===== src/verilog/cell_input_map.vh =====
`ifndef CELL_INPUT_MAP_VH
`define CELL_INPUT_MAP_VH

// ----------------------------------------------------------------------
// Register byte offsets
// ----------------------------------------------------------------------
`define OFS_DATA1_SOURCE_SELECT 12'h000
`define OFS_DATA2_SOURCE_SELECT 12'h004
`define OFS_DATA3_SOURCE_SELECT 12'h008
`define OFS_DATA4_SOURCE_SELECT 12'h00c
`define OFS_GATE1_INPUT_ENABLE 12'h010
`define OFS_GATE_POLARITY 12'h014
`define OFS_CELL_STATUS 12'h018

// ----------------------------------------------------------------------
// Field layout
// ----------------------------------------------------------------------
`define SRC_CODE_W 5
`define SRC_CODE_MSB 4
`define REG_W 8
`define GATE1_POL_BIT 0
`define STAT_GATE1_BIT 4
`define STAT_GATE1_POL_BIT 5

// ----------------------------------------------------------------------
// Reset values
// ----------------------------------------------------------------------
`define RST_SRC_CODE 5'h00
`define RST_GATE1_ENABLE 8'h00
`define RST_GATE_POLARITY 1'h0

`endif


===== src/verilog/cell_input_select.v =====
`timescale 1ns/1ps
`default_nettype none
`include "cell_input_map.vh"

module cell_input_select #(
    parameter NUM_SOURCES = 32
) (
    input wire mclk,
    input wire rst_n,
    input wire psel,
    input wire penable,
    input wire pwrite,
    input wire [11:0] paddr,
    input wire [31:0] pwdata,
    input wire [3:0] pstrb,
    output wire pready,
    output reg [31:0] prdata,
    output reg pslverr,
    input wire [NUM_SOURCES-1:0] source_in,
    output wire input_one_data,
    output wire input_two_data,
    output wire input_three_data,
    output wire input_four_data,
    output reg first_gate_output,
    output reg first_gate_to_core
);

    // ------------------------------------------------------------------
    // Configuration registers
    // ------------------------------------------------------------------
    reg [`SRC_CODE_MSB:0] input_one_source_code_q;
    reg [`SRC_CODE_MSB:0] input_two_source_code_q;
    reg [`SRC_CODE_MSB:0] input_three_source_code_q;
    reg [`SRC_CODE_MSB:0] input_four_source_code_q;
    reg [`REG_W-1:0] gate1_input_enable_q;
    reg gate_one_invert_bit_q;

    // ------------------------------------------------------------------
    // Source synchronisers
    // ------------------------------------------------------------------
    reg [NUM_SOURCES-1:0] source_meta_q;
    reg [NUM_SOURCES-1:0] source_sync_q;

    // ------------------------------------------------------------------
    // Bus decode signals
    // ------------------------------------------------------------------
    wire setup_phase;
    wire write_access;
    wire low_lane;
    reg addr_mapped;
    reg [`REG_W-1:0] read_value;

    wire [3:0] data_true;
    wire [3:0] data_inverted;
    wire [`REG_W-1:0] gate_terms;
    wire gate1_d;

    // ------------------------------------------------------------------
    // Synchronise the raw sources
    // ------------------------------------------------------------------
    // The sources arrive from pins and other clock domains, so every bit
    // passes two flops before any selector sees it.
    always @(posedge mclk or negedge rst_n) begin
        if (!rst_n) begin
            source_meta_q <= {NUM_SOURCES{1'b0}};
            source_sync_q <= {NUM_SOURCES{1'b0}};
        end else begin
            source_meta_q <= source_in;
            source_sync_q <= source_meta_q;
        end
    end

    // ------------------------------------------------------------------
    // Four data input selectors
    // ------------------------------------------------------------------
    source_mux #(
        .NUM_SOURCES(NUM_SOURCES),
        .CODE_W(`SRC_CODE_W)
    ) u_sel_one (
        .mclk(mclk),
        .rst_n(rst_n),
        .sources(source_sync_q),
        .code(input_one_source_code_q),
        .selected_q(input_one_data)
    );

    source_mux #(
        .NUM_SOURCES(NUM_SOURCES),
        .CODE_W(`SRC_CODE_W)
    ) u_sel_two (
        .mclk(mclk),
        .rst_n(rst_n),
        .sources(source_sync_q),
        .code(input_two_source_code_q),
        .selected_q(input_two_data)
    );

    source_mux #(
        .NUM_SOURCES(NUM_SOURCES),
        .CODE_W(`SRC_CODE_W)
    ) u_sel_three (
        .mclk(mclk),
        .rst_n(rst_n),
        .sources(source_sync_q),
        .code(input_three_source_code_q),
        .selected_q(input_three_data)
    );

    source_mux #(
        .NUM_SOURCES(NUM_SOURCES),
        .CODE_W(`SRC_CODE_W)
    ) u_sel_four (
        .mclk(mclk),
        .rst_n(rst_n),
        .sources(source_sync_q),
        .code(input_four_source_code_q),
        .selected_q(input_four_data)
    );

    // ------------------------------------------------------------------
    // First gate
    // ------------------------------------------------------------------
    assign data_true = {input_four_data, input_three_data,
                        input_two_data, input_one_data};
    assign data_inverted = ~data_true;

    // Enable bit 2k+1 admits data input k+1 true, bit 2k admits it inverted.
    assign gate_terms = {data_true[3], data_inverted[3],
                         data_true[2], data_inverted[2],
                         data_true[1], data_inverted[1],
                         data_true[0], data_inverted[0]}
                        & gate1_input_enable_q;

    // With every enable clear the gate output rests low.
    assign gate1_d = |gate_terms;

    always @(posedge mclk or negedge rst_n) begin
        if (!rst_n) begin
            first_gate_output <= 1'b0;
            first_gate_to_core <= 1'b0;
        end else begin
            first_gate_output <= gate1_d;
            first_gate_to_core <= gate1_d ^ gate_one_invert_bit_q;
        end
    end

    // ------------------------------------------------------------------
    // APB decode
    // ------------------------------------------------------------------
    // The slave never inserts wait states: read data and the error flag
    // are captured at the setup edge, so the access phase can end at once.
    assign pready = 1'b1;
    assign setup_phase = psel & ~penable;
    assign low_lane = pstrb[0];
    assign write_access = psel & penable & pwrite & addr_mapped;

    always @* begin
        addr_mapped = 1'b1;
        read_value = {`REG_W{1'b0}};
        if (paddr == `OFS_DATA1_SOURCE_SELECT) begin
            read_value = {3'h0, input_one_source_code_q};
        end else if (paddr == `OFS_DATA2_SOURCE_SELECT) begin
            read_value = {3'h0, input_two_source_code_q};
        end else if (paddr == `OFS_DATA3_SOURCE_SELECT) begin
            read_value = {3'h0, input_three_source_code_q};
        end else if (paddr == `OFS_DATA4_SOURCE_SELECT) begin
            read_value = {3'h0, input_four_source_code_q};
        end else if (paddr == `OFS_GATE1_INPUT_ENABLE) begin
            read_value = gate1_input_enable_q;
        end else if (paddr == `OFS_GATE_POLARITY) begin
            read_value = {7'h00, gate_one_invert_bit_q};
        end else if (paddr == `OFS_CELL_STATUS) begin
            read_value = {2'h0, first_gate_to_core, first_gate_output,
                          input_four_data, input_three_data,
                          input_two_data, input_one_data};
        end else begin
            addr_mapped = 1'b0;
        end
    end

    // Writes to the read-only status word are refused with an error.
    always @(posedge mclk or negedge rst_n) begin
        if (!rst_n) begin
            prdata <= 32'h0000_0000;
            pslverr <= 1'b0;
        end else if (setup_phase) begin
            prdata <= {24'h00_0000, read_value};
            pslverr <= ~addr_mapped
                       | (pwrite & (paddr == `OFS_CELL_STATUS));
        end
    end

    // ------------------------------------------------------------------
    // Register writes
    // ------------------------------------------------------------------
    // Only the low byte lane holds state; upper lanes are accepted and
    // dropped. The asynchronous reset stands for power-on, where the
    // fields are otherwise undefined; no other reset touches them.
    always @(posedge mclk or negedge rst_n) begin
        if (!rst_n) begin
            input_one_source_code_q <= `RST_SRC_CODE;
        end else if (write_access && low_lane &&
                     paddr == `OFS_DATA1_SOURCE_SELECT) begin
            input_one_source_code_q <= pwdata[`SRC_CODE_MSB:0];
        end
    end

    always @(posedge mclk or negedge rst_n) begin
        if (!rst_n) begin
            input_two_source_code_q <= `RST_SRC_CODE;
        end else if (write_access && low_lane &&
                     paddr == `OFS_DATA2_SOURCE_SELECT) begin
            input_two_source_code_q <= pwdata[`SRC_CODE_MSB:0];
        end
    end

    always @(posedge mclk or negedge rst_n) begin
        if (!rst_n) begin
            input_three_source_code_q <= `RST_SRC_CODE;
        end else if (write_access && low_lane &&
                     paddr == `OFS_DATA3_SOURCE_SELECT) begin
            input_three_source_code_q <= pwdata[`SRC_CODE_MSB:0];
        end
    end

    always @(posedge mclk or negedge rst_n) begin
        if (!rst_n) begin
            input_four_source_code_q <= `RST_SRC_CODE;
        end else if (write_access && low_lane &&
                     paddr == `OFS_DATA4_SOURCE_SELECT) begin
            input_four_source_code_q <= pwdata[`SRC_CODE_MSB:0];
        end
    end

    always @(posedge mclk or negedge rst_n) begin
        if (!rst_n) begin
            gate1_input_enable_q <= `RST_GATE1_ENABLE;
        end else if (write_access && low_lane &&
                     paddr == `OFS_GATE1_INPUT_ENABLE) begin
            gate1_input_enable_q <= pwdata[`REG_W-1:0];
        end
    end

    always @(posedge mclk or negedge rst_n) begin
        if (!rst_n) begin
            gate_one_invert_bit_q <= `RST_GATE_POLARITY;
        end else if (write_access && low_lane &&
                     paddr == `OFS_GATE_POLARITY) begin
            gate_one_invert_bit_q <= pwdata[`GATE1_POL_BIT];
        end
    end

endmodule // cell_input_select

`default_nettype wire


===== src/verilog/source_mux.v =====
`timescale 1ns/1ps
`default_nettype none

// ----------------------------------------------------------------------
// One source selector with a registered output
// ----------------------------------------------------------------------
module source_mux #(
    parameter NUM_SOURCES = 32,
    parameter CODE_W = 5
) (
    input wire mclk,
    input wire rst_n,
    input wire [NUM_SOURCES-1:0] sources,
    input wire [CODE_W-1:0] code,
    output reg selected_q
);

    reg selected_d;

    // Codes past the last source select a constant low.
    always @* begin
        if (code < NUM_SOURCES) begin
            selected_d = sources[code];
        end else begin
            selected_d = 1'b0;
        end
    end

    always @(posedge mclk or negedge rst_n) begin
        if (!rst_n) begin
            selected_q <= 1'b0;
        end else begin
            selected_q <= selected_d;
        end
    end

endmodule // source_mux

`default_nettype wire


===== config.mk =====
export PLATFORM = sky130hd
export DESIGN_NAME = cell_input_select
export DESIGN_NICKNAME = d
export VERILOG_FILES = /design/src/verilog/cell_input_select.v /design/src/verilog/source_mux.v
export VERILOG_INCLUDE_DIRS = /design/src /design/src/verilog
export SDC_FILE = /design/constraint.sdc
export NUM_CORES = 1
export LEC_CHECK = 0
export ABC_AREA = 1
export BUFFER_PORTS_ARGS = -buffer_cell sky130_fd_sc_hd__buf_4
export CAP_MARGIN = 25
export CORE_MARGIN = 2
export CORE_UTILIZATION = 54
export DETAILED_ROUTE_END_ITERATION = 10
export PLACE_DENSITY = 0.87
export SYNTH_ARGS = -nofsm -noshare
export SYNTH_HDL_FRONTEND = slang
export SYNTH_SLANG_ARGS = --single-unit

===== constraint.sdc =====
create_clock -name mclk -period 1.8 [get_ports mclk]
set_input_delay 0.18 -clock mclk [delete_from_list [all_inputs] [get_ports mclk]]
set_output_delay 0.18 -clock mclk [all_outputs]
set_load 0.05 [all_outputs]

# --- Yosys cells after proc, flatten, opt, wreduce, memory -nomap -nowiden ---
# Cells that the tools add are included.
word_totals:
  register_bits: 108
  inputBits: 85
  word_cells: 68
classes:
  n_lt_le_gt_ge: 4
  eq_ne: 6
  n_mux: 22
  bitwise: 11
  n_reduce_logical: 9
ops:
  columns: ["cell", "n"]
  rows:
  - ["2-to-1 mux 8 bit", 5]
  - ["== test 12 x 5 -> 1 bit, second input constant", 3]
  - ["== test 12 x 4 -> 1 bit, second input constant", 2]
  - ["< comparator 5 x 6 -> 1 bit, second input constant", 4]
  - ["binary-select mux 1 bit (select 5 bit)", 4]
  - ["== test 12 x 3 -> 1 bit, second input constant", 1]
  - ["logical NOT 12 bit", 1]
  - ["2-to-1 mux 6 bit", 2]
  - ["2-to-1 mux 1 bit", 11]
  - ["bitwise AND 8 bit", 1]
  - ["OR reduction 8 bit", 1]
  - ["logical AND 1 bit", 7]
  - ["bitwise AND 1 bit", 5]
  - ["inverter 4 bit", 1]
  - ["inverter 1 bit", 2]
  - ["bitwise OR 1 bit", 1]
  - ["XOR 1 bit", 1]

# --- Longest topological paths before layout ---
# Gate-level depths: netlist (run 1).
logic_depth:
  ltp_word: 11
  depth_mapped: 12
  depth_no_buf: 12

# --- Hierarchy ---
# A second synthesis (run 1) with hierarchy kept.
hier_totals:
  cells_unflattened: 695
  hier_area_um2: 5671.7
modules_own_cells:
  columns: ["mod", "n_inst", "cells_each", "area_each_um2", "seq_area_each_um2"]
  rows:
  - ["cell_input_select", 1, 379, 4070.2, 2602.5]
  - ["source_mux", 4, 79, 400.4, 25.0]

# --- Least setup slack after synthesis (run 1) ---
# No wires, ideal clock.
synth_timing:
  kind: "register to register"
  from: "register u_sel_one.selected_q"
  to: "register first_gate_to_core"
  setup_time_ns: 0.143
  arrival_ns: 1.282
  required_ns: 1.657
  path_slack_ns: 0.375
  path_stages_with_launch: 4
  period_less_slack_ns: 1.425
  path_cell_list: "dfrtp_1 o21ai_0 nor4_1 xor2_1"
synth_between:
  elab_chain_cells: 4
synth_rtl:
  columns: ["item", "line_no", "source"]
  rows:
  - ["from (decl)", "source_mux.v:15", "output reg selected_q"]
  - ["from (signal assigned)", "source_mux.v:33", "selected_q <= selected_d;"]
  - ["inverter 4 bit", "cell_input_select.v:125", "assign data_inverted = ~data_true;"]
  - ["bitwise AND 8 bit (*)", "cell_input_select.v:132", "& gate1_input_enable_q;"]
  - ["OR reduction 8 bit (*)", "cell_input_select.v:135", "assign gate1_d = |gate_terms;"]
  - ["XOR 1 bit (*)", "cell_input_select.v:143", "first_gate_to_core <= gate1_d ^ gate_one_invert_bit_q;"]
  - ["to (signal assigned)", "cell_input_select.v:143", null]
  - ["to (decl)", "cell_input_select.v:25", "output reg first_gate_to_core"]
# Mark *: on every way between the ends. The rest lies on a longest branch, timed or not.
# A chain may end at the register's enable or synchronous reset.

# --- Final worst setup path (run 1) ---
layout_timing:
  from: "register input_four_source_code_q[0]"
  to: "register u_sel_four.selected_q"
layout_between:
  elab_chain_cells: 2
layout_rtl:
  columns: ["item", "line_no", "source"]
  rows:
  - ["from (decl)", "cell_input_select.v:34", "reg [`SRC_CODE_MSB:0] input_four_source_code_q;"]
  - ["from (signal assigned)", "cell_input_select.v:228", "input_four_source_code_q <= `RST_SRC_CODE;"]
  - ["from (signal assigned)", "cell_input_select.v:231", "input_four_source_code_q <= pwdata[`SRC_CODE_MSB:0];"]
  - ["binary-select mux 1 bit (select 5 bit)", "source_mux.v:23", "selected_d = sources[code];"]
  - ["2-to-1 mux 1 bit (implied by the code)", "source_mux.v:23", null]
  - ["via u_sel_four.selected_d", "source_mux.v:18", "reg selected_d;"]
  - ["to (signal assigned)", "source_mux.v:33", null]
  - ["to (decl)", "source_mux.v:15", null]
# The timed path passes the listed nets, and every way through them passes these cells. The select of a mux whose other input is x is not followed.

==> key figures, run 1 <==
Run status
  – Status: finished clean

Floorplan
  – Initial core utilization: 0.5560
  – I/O pin cnt: 125
  – Width of the die: 101.5 um
  – DIE AREA: 10310 um^2
  – Die Y: 101.5 um
  – Core box area: 9240 um^2
  – FP Rows: 35

Clocking
  – H-tree levels: 3
  – Clk buf depth: 2
  – Clock sinks: 108
  – Cts bufs inserted: 9
  – Clk pin slew, worst setup/hold paths: 0.12 ns
  – CTS tree: built
  – Worst-skew pair later-pin latency: 0.38 ns
  – Post CTS Setup Buffer Count: 0
  – CTS root buffer: clkbuf_8

Synthesis
  – Syn Area/Cell: 8.722 um^2
  – Register area share after synthesis: 0.5261
  – Seq cells post-synth: 108
  – YS warnings: 0
  – Mapped Area: 5137 um^2
  – Unique cell type count in the Yosys netlist: 33
  – Post-synthesis instance total: 589

Drt
  – Pre-antenna DRT Iters: 6
  – Final ANT Viol Nets: 0
  – Overall routed net length: 13.59 mm
  – DRC Markers: 0
  – WL per Instance: 16.27 um
  – Vias per cell: 5.648
  – Iteration-0 DRC count of the detailed router: 353
  – Vias: 4716

Worst setup path
  – Worst path required time: 2.07 ns
  – CP startpoint kind: register
  – Crit-path cells: clkinvlp_4, o21ai_0, o221ai_1, nand3_1, o21ai_0, nand2_1, nand2_1
  – CP Buf/Inv Count: 1
  – CP Data Arrival Time: 1.87 ns
  – Critical path's slowest cell: dfrtp_1
  – Worst Path Max Fanout: 17
  – Crit-path leading delay family: compound AO/OA/AOI/OAI gates
  – Critical path's largest stage delay: 0.42 ns
  – Worst setup EP type: register
  – WS Path Type: register to register

STA
  – Slew margin rel.: 0.6468
  – Endpoints failing setup: 0
  – Max Fclk: 627.9 MHz
  – Period minus WS final: 1.593 ns
  – Post-Route Setup TNS: 0 ns
  – Setup ws final: 0.2074 ns
  – Final Hold Viols: 0
  – Slew @ Worst Pin: 0.5298 ns
  – Period utilization: 0.8848
  – Setup Skew: 0.01484 ns
  – RSZ-0062 raised after global routing: false
  – Final Max Tran Viols: 0

GRT
  – Vias in the first global route: 4439
  – Global-route wire length before repair: 22.01 mm
  – Largest net degree at the start of global routing: 41
  – Total GRT Usage: 0.2800
  – GR Overflow Total: 0
  – Initial antenna violation count: 0

Place
  – Final Wtd Congestion: 0.9845
  – Detailed Place HPWL: 9.617 mm
  – Post-Place Setup Slack: 0.04346 ns
  – Port bufs: 72

Finish
  – Commonest non-fill, non-tap cell in the layout: nand2_1
  – Share of cells above drive strength 1: 0.1728
  – Fillers: 673
  – Most frequent cells in the layout: nand2_1 (114), dfrtp_1 (108), buf_4 (85)
  – Area Growth Syn to Fin: 23.62%
  – ANT cells: 0
  – Nets: 786

Min path
  – Hold/Removal Path Class: primary input to register

Power and ir drop
  – Worst IR Drop VDD: 659.2 uV
  – Power density over the cells: 745.4 nW/um^2
  – P_leak: 3.070 nW

Flow run
  – Max-Cap Viols: 0
## final cells by class
| class | count | area [um^2] | area share |
|---|---|---|---|
| inverters | 49 | 190.2 | 0.02994 |
| flip-flops and latches | 108 | 2703 | 0.4255 |
| well taps | 129 | 161.4 | 0.02541 |
| multi-input cells | 414 | 2077 | 0.3270 |
| repair buffers | 119 | 988.4 | 0.1556 |
| clock inverters | 7 | 107.6 | 0.01694 |
| clock buffers | 9 | 123.9 | 0.01950 |
## metal layers
| metal | part of all wire | wire length [um] | up-vias | track usage |
|---|---|---|---|---|
| met4 | 0.027 | 370 | 0 | 0.09771 |
| met1 | 0.38 | 5119 | 2225 | 0.3670 |
| met3 | 0.10 | 1397 | 48 | 0.06073 |
| li1 | - | - | 2136 | - |
| met5 | 0 | 0 | - | 0 |
| met2 | 0.49 | 6702 | 307 | 0.4636 |
## logic make-up after synthesis
kind of cell    Yosys count  share of synthesized area
buf+inv                  90                    0.08646
mux                       3                   0.006575
xor+xnor                  1                   0.001705
compound gates          140                     0.1656
flops                   108                     0.5261
other cells               2                   0.001462
simple gates            245                     0.2121
## synth_stat cells
cell        n  area share
dfrtp_1   108        0.53
o221ai_1   25       0.043
buf_4      25       0.037
o21ai_0    72       0.070
o22ai_1     2      0.0024
nand2_1   114       0.083
inv_1      43       0.031
nand3_1    33       0.032
a32oi_1     2      0.0034
nand3_4     1      0.0034
inv_2       3      0.0022
nor3_1      3      0.0029
nor2_2      2      0.0024
mux2_2      3      0.0066
o31ai_1     2      0.0029
nand4_1     1      0.0012
inv_4       1      0.0012
nand2_2     2      0.0024
o21ai_1     4      0.0039
a21oi_1    16       0.016
clkbuf_1    8      0.0058
nor2_4      2      0.0044
xor2_1      1      0.0017
o21bai_1   12       0.018
nand2_8     1      0.0039
a31oi_1     1      0.0012
nor4_1      1      0.0012
clkinv_1    2      0.0015
o211ai_1    4      0.0058
nor2_1     81       0.059
buf_2       8      0.0078
nor2_8      4       0.016
conb_1      2      0.0015
## worst min-delay path, stage by stage
cell and delay, ns:
buf_4 0.07, nor2_1 0.03, a21oi_1 0.10
## sequential cells by signal, summed over array words and instances (netlist names)
register and count:
input_two_source_code_q 5, prdata 8, first_gate_output 1, source_sync_q 32
input_one_source_code_q 5, first_gate_to_core 1, source_meta_q 32, input_three_source_code_q 5
input_four_source_code_q 5, u_sel_one.selected_q 1, gate_one_invert_bit_q 1, u_sel_four.selected_q 1
u_sel_three.selected_q 1, pslverr 1, u_sel_two.selected_q 1, gate1_input_enable_q 8
## through the flow
| step | instance area (um^2) | total power [mW] | instances | hold slack [ns] | utilization |
|---|---|---|---|---|---|
| global route | 6351 | 4.907 | 835 | 0.05317 | 0.6873 |
| finish | 6351 | 4.734 | 835 | 0.05212 | 0.6873 |
| detailed placement | 5786 | 3.038 | 786 | 0.1800 | 0.6261 |
| global placement | 5786 | 3.020 | 786 | 0.1645 | 0.6261 |
| CTS | 6347 | 4.740 | 835 | 0.03883 | 0.6869 |
| floorplan | 5224 | 2.851 | 612 | -0.1156 | - |
## power breakdown
| part | internal (mW) | leakage, nW | total, mW | switching, mW |
|---|---|---|---|---|
| Sequential | 2.50 | 1.22 | 2.57 | 0.0717 |
| Combinational | 0.187 | 1.74 | 0.483 | 0.295 |
| Clock | 0.808 | 0.113 | 1.68 | 0.869 |
## path summary, 6_finish.rpt
kind	startpoint	to	slack, ns	cells after the start
max	input_four_source_code_q[0]$_DFFE_PN0P_	u_sel_four.selected_q$_DFF_PN0_	0.21	7
min	pwdata[7]	gate1_input_enable_q[7]$_DFFE_PN0P_	0.05	3
max reg2reg	input_four_source_code_q[0]$_DFFE_PN0P_	u_sel_four.selected_q$_DFF_PN0_	0.21	7
min reg2reg	source_meta_q[18]$_DFF_PN0_	source_sync_q[18]$_DFF_PN0_	0.34	0
max in group asynchronous	rst_n	prdata[0]$_DFFE_PN0P_	0.91	3
min in group asynchronous	rst_n	source_sync_q[12]$_DFF_PN0_	0.29	2
## repair_timing
item	CTS	global route
hold buffers	33	0
endpoints found under the setup margin	0	1
hold endpoints to repair	68	0
gates resized for setup	0	1
Note: power is estimated with default switching activity, not from simulation.
==> run 2, diff against run 1 <==
--- a/config.mk
+++ b/config.mk
@@ -12,7 +12,7 @@
 export CORE_MARGIN = 2
 export CORE_UTILIZATION = 54
 export DETAILED_ROUTE_END_ITERATION = 10
-export PLACE_DENSITY = 0.87
+export PLACE_DENSITY = 0.79
 export SYNTH_ARGS = -nofsm -noshare
 export SYNTH_HDL_FRONTEND = slang
 export SYNTH_SLANG_ARGS = --single-unit
==> run 2 against run 1 <==
  * Worst setup slack got worse by 0.079 ns
  * Largest power group unchanged
  * Clock power down 13%
  * Combinational power is 1% lower
==> key figures, run 2 (synthesis gave the netlist of run 1 again) <==
Power and ir drop
  – Comb power frac: 0.106 (+0.004)
  – Switching power share of the total: 0.2762 (+0.01514)
  – Sw power: 1.247 mW (+0.91%)
  – Clock group share of total power: 0.326 (-0.028)
  – Power density over the cells: 707.6 nW/um^2 (-5.1%)
  – Internal power: 3.268 mW (-6.6%)
  – P_leak: 3.096 nW (+0.85%)
  – Worst IR Drop VDD: 619.8 uV (-6.0%)
  – Sequential power share: 0.568 (+0.024)
  – Pwr Total: 4.515 mW (-4.6%)

Drt
  – Vias: 4739 (+0.49%)
  – Overall routed net length: 14.75 mm (+8.5%)
  – Vias per cell: 5.642 (-0.11%)
  – WL per Instance: 17.56 um (+7.9%)
  – Iteration-0 DRC count of the detailed router: 344 (-2.5%)
  – Final ANT Viol Nets: 0 (unchanged)
  – DRC Markers: 0 (unchanged)
  – Pre-antenna DRT Iters: 5 (-1)

STA
  – Endpoints failing setup: 0 (unchanged)
  – WHS: 0.06281 ns (+0.01069 ns)
  – Final Hold Viols: 0 (unchanged)
  – Setup ws final: 0.1282 ns (-0.07920 ns)
  – Max Fclk: 598.1 MHz (-4.7%)
  – Slew margin rel.: 0.6320 (-0.01481)
  – Setup Skew: 0.01096 ns (-0.003888 ns)
  – RSZ-0062 raised after global routing: false
  – Post-Route Setup TNS: 0 ns (unchanged)
  – Slew @ Worst Pin: 0.5520 ns (+0.02221 ns)
  – Period utilization: 0.9288 (+0.04400)
  – Final Max Tran Viols: 0 (unchanged)
  – Period minus WS final: 1.672 ns (+0.07920 ns)

Place
  – Post-Place Setup Slack: 0.1090 ns (+0.06554 ns)
  – Port bufs: 72 (unchanged)
  – Placed Area: 5848 um^2 (+1.1%)
  – Final Wtd Congestion: 0.9693 (-1.5%)
  – Detailed Place HPWL: 10.33 mm (+7.4%)

Worst setup path
  – Worst Path Max Fanout: 12 (-5)
  – Worst setup EP type: register
  – Crit path launch: input_one_source_code_q[1]$_DFFE_PN0P_
  – WS Path Type: register to register
  – RR Startpoint: input_one_source_code_q[1]$_DFFE_PN0P_
  – CP Data Arrival Time: 1.99 ns (+0.12 ns)
  – CP startpoint kind: register
  – Reg2reg path depth: 6 (-1)
  – Worst path required time: 2.12 ns (+0.05 ns)

Clocking
  – Clk pin slew, worst setup/hold paths: 0.11 ns (about the same)
  – CTS tree: built
  – Post CTS Setup Buffer Count: 0 (unchanged)
  – Worst-skew pair later-pin latency: 0.37 ns (about the same)
  – H-tree levels: 3 (unchanged)
  – Clk buf depth: 2 (unchanged)
  – Cts bufs inserted: 9 (unchanged)
  – CTS root buffer: clkbuf_8
  – Clock sinks: 108 (unchanged)

Floorplan
  – Core box area: 9240 um^2 (unchanged)
  – Initial core utilization: 0.5560 (unchanged)
  – Width of the die: 101.5 um (unchanged)
  – Die Y: 101.5 um (unchanged)
  – I/O pin cnt: 125 (unchanged)
  – DIE AREA: 10310 um^2 (unchanged)
  – FP Rows: 35 (unchanged)

Finish
  – Most frequent cells in the layout: nand2_1 (114), dfrtp_1 (107), buf_4 (88)
  – Share of cells above drive strength 1: 0.1786 (+0.005817)
  – ANT cells: 0 (unchanged)
  – Biggest regs: source_meta_q x32, source_sync_q x32
  – Final Instance Area: 6381 um^2 (+0.47%)
  – Area Growth Syn to Fin: 24.21%
  – Commonest non-fill, non-tap cell in the layout: nand2_1
  – Nets: 791 (+0.64%)
  – Fillers: 719 (+6.8%)

GRT
  – Vias in the first global route: 4617 (+4.0%)
  – Largest net degree at the start of global routing: 59 (+44%)
  – GR Overflow Total: 0 (unchanged)
  – Total GRT Usage: 0.3018 (+0.02184)
  – Initial antenna violation count: 0 (unchanged)
  – Global-route wire length before repair: 23.13 mm (+5.1%)

Min path
  – Hold Path Stages: 3 (unchanged)
  – Hold/Removal Path Class: primary input to register
  – Hold Startpoint: pwdata[1]

Run status
  – Status: finished clean

Flow run
  – Max-Cap Viols: 0 (unchanged)
run 2: cell count changes in the layout (fill, tap and decap cells not counted), sizes merged:
cell and delta:
buf +5, bufinv -2, inv +2, clkbuf +1, clkinvlp -1
run 2: worst paths after layout:
kind	end	slack [ns]
max	u_sel_one.selected_q$_DFF_PN0_	0.13
min in group asynchronous	source_sync_q[0]$_DFF_PN0_	0.17
max reg2reg	u_sel_one.selected_q$_DFF_PN0_	0.13
min reg2reg	source_sync_q[25]$_DFF_PN0_	0.35
max in group asynchronous	prdata[6]$_DFFE_PN0P_	0.92
min	input_two_source_code_q[1]$_DFFE_PN0P_	0.06
run 2: timing repair:
| action | 4_1_cts | 5_1_grt |
|---|---|---|
| resized for setup | 0 | 1 |
| hold endpoints to repair | 101 | 0 |
| endpoints found under the setup margin | 0 | 1 |
| hold buffers | 33 | 0 |
run 2: routing by layer:
metal  routed length (um)  GRT usage
met2                 7211     0.4894
met3                 1308    0.07660
met1                 5754     0.3823
met4                  474     0.1372
met5                    0          0
run 2: critical path, cell delays in order, from the launching register on:
cell and delay (ns):
dfrtp_1 0.71, o21ai_0 0.18, o221ai_1 0.39, nand3_1 0.12, nand2_1 0.11, nand2_1 0.05
nand2_1 0.05
run 2: stage by stage:
step,instances,utilization
floorplan,612,-
global placement,791,0.6329
detailed placement,791,0.6329
CTS,840,0.6905
global route,840,0.6906
finish,840,0.6906
run 2: final cells by class:
class,instances,area [um^2],share of cell area
multi-input combinational,414,2077,0.3255
timing repair buffer,124,1051,0.1647
clock inverter,6,63.81,0.01000
tap,129,161.4,0.02529
sequential,108,2704,0.4237
clock buffer,10,137.6,0.02157
inverter,49,186.4,0.02922
run 2: power groups by stage:
stage | clock network (mW) | registers [mW] | logic (mW)
finish | 1.47 | 2.57 | 0.476
global route | 1.60 | 2.57 | 0.522
CTS | 1.49 | 2.56 | 0.475
detailed placement | 0 | 2.61 | 0.417
global placement | 0 | 2.61 | 0.409
floorplan | 0 | 2.61 | 0.242
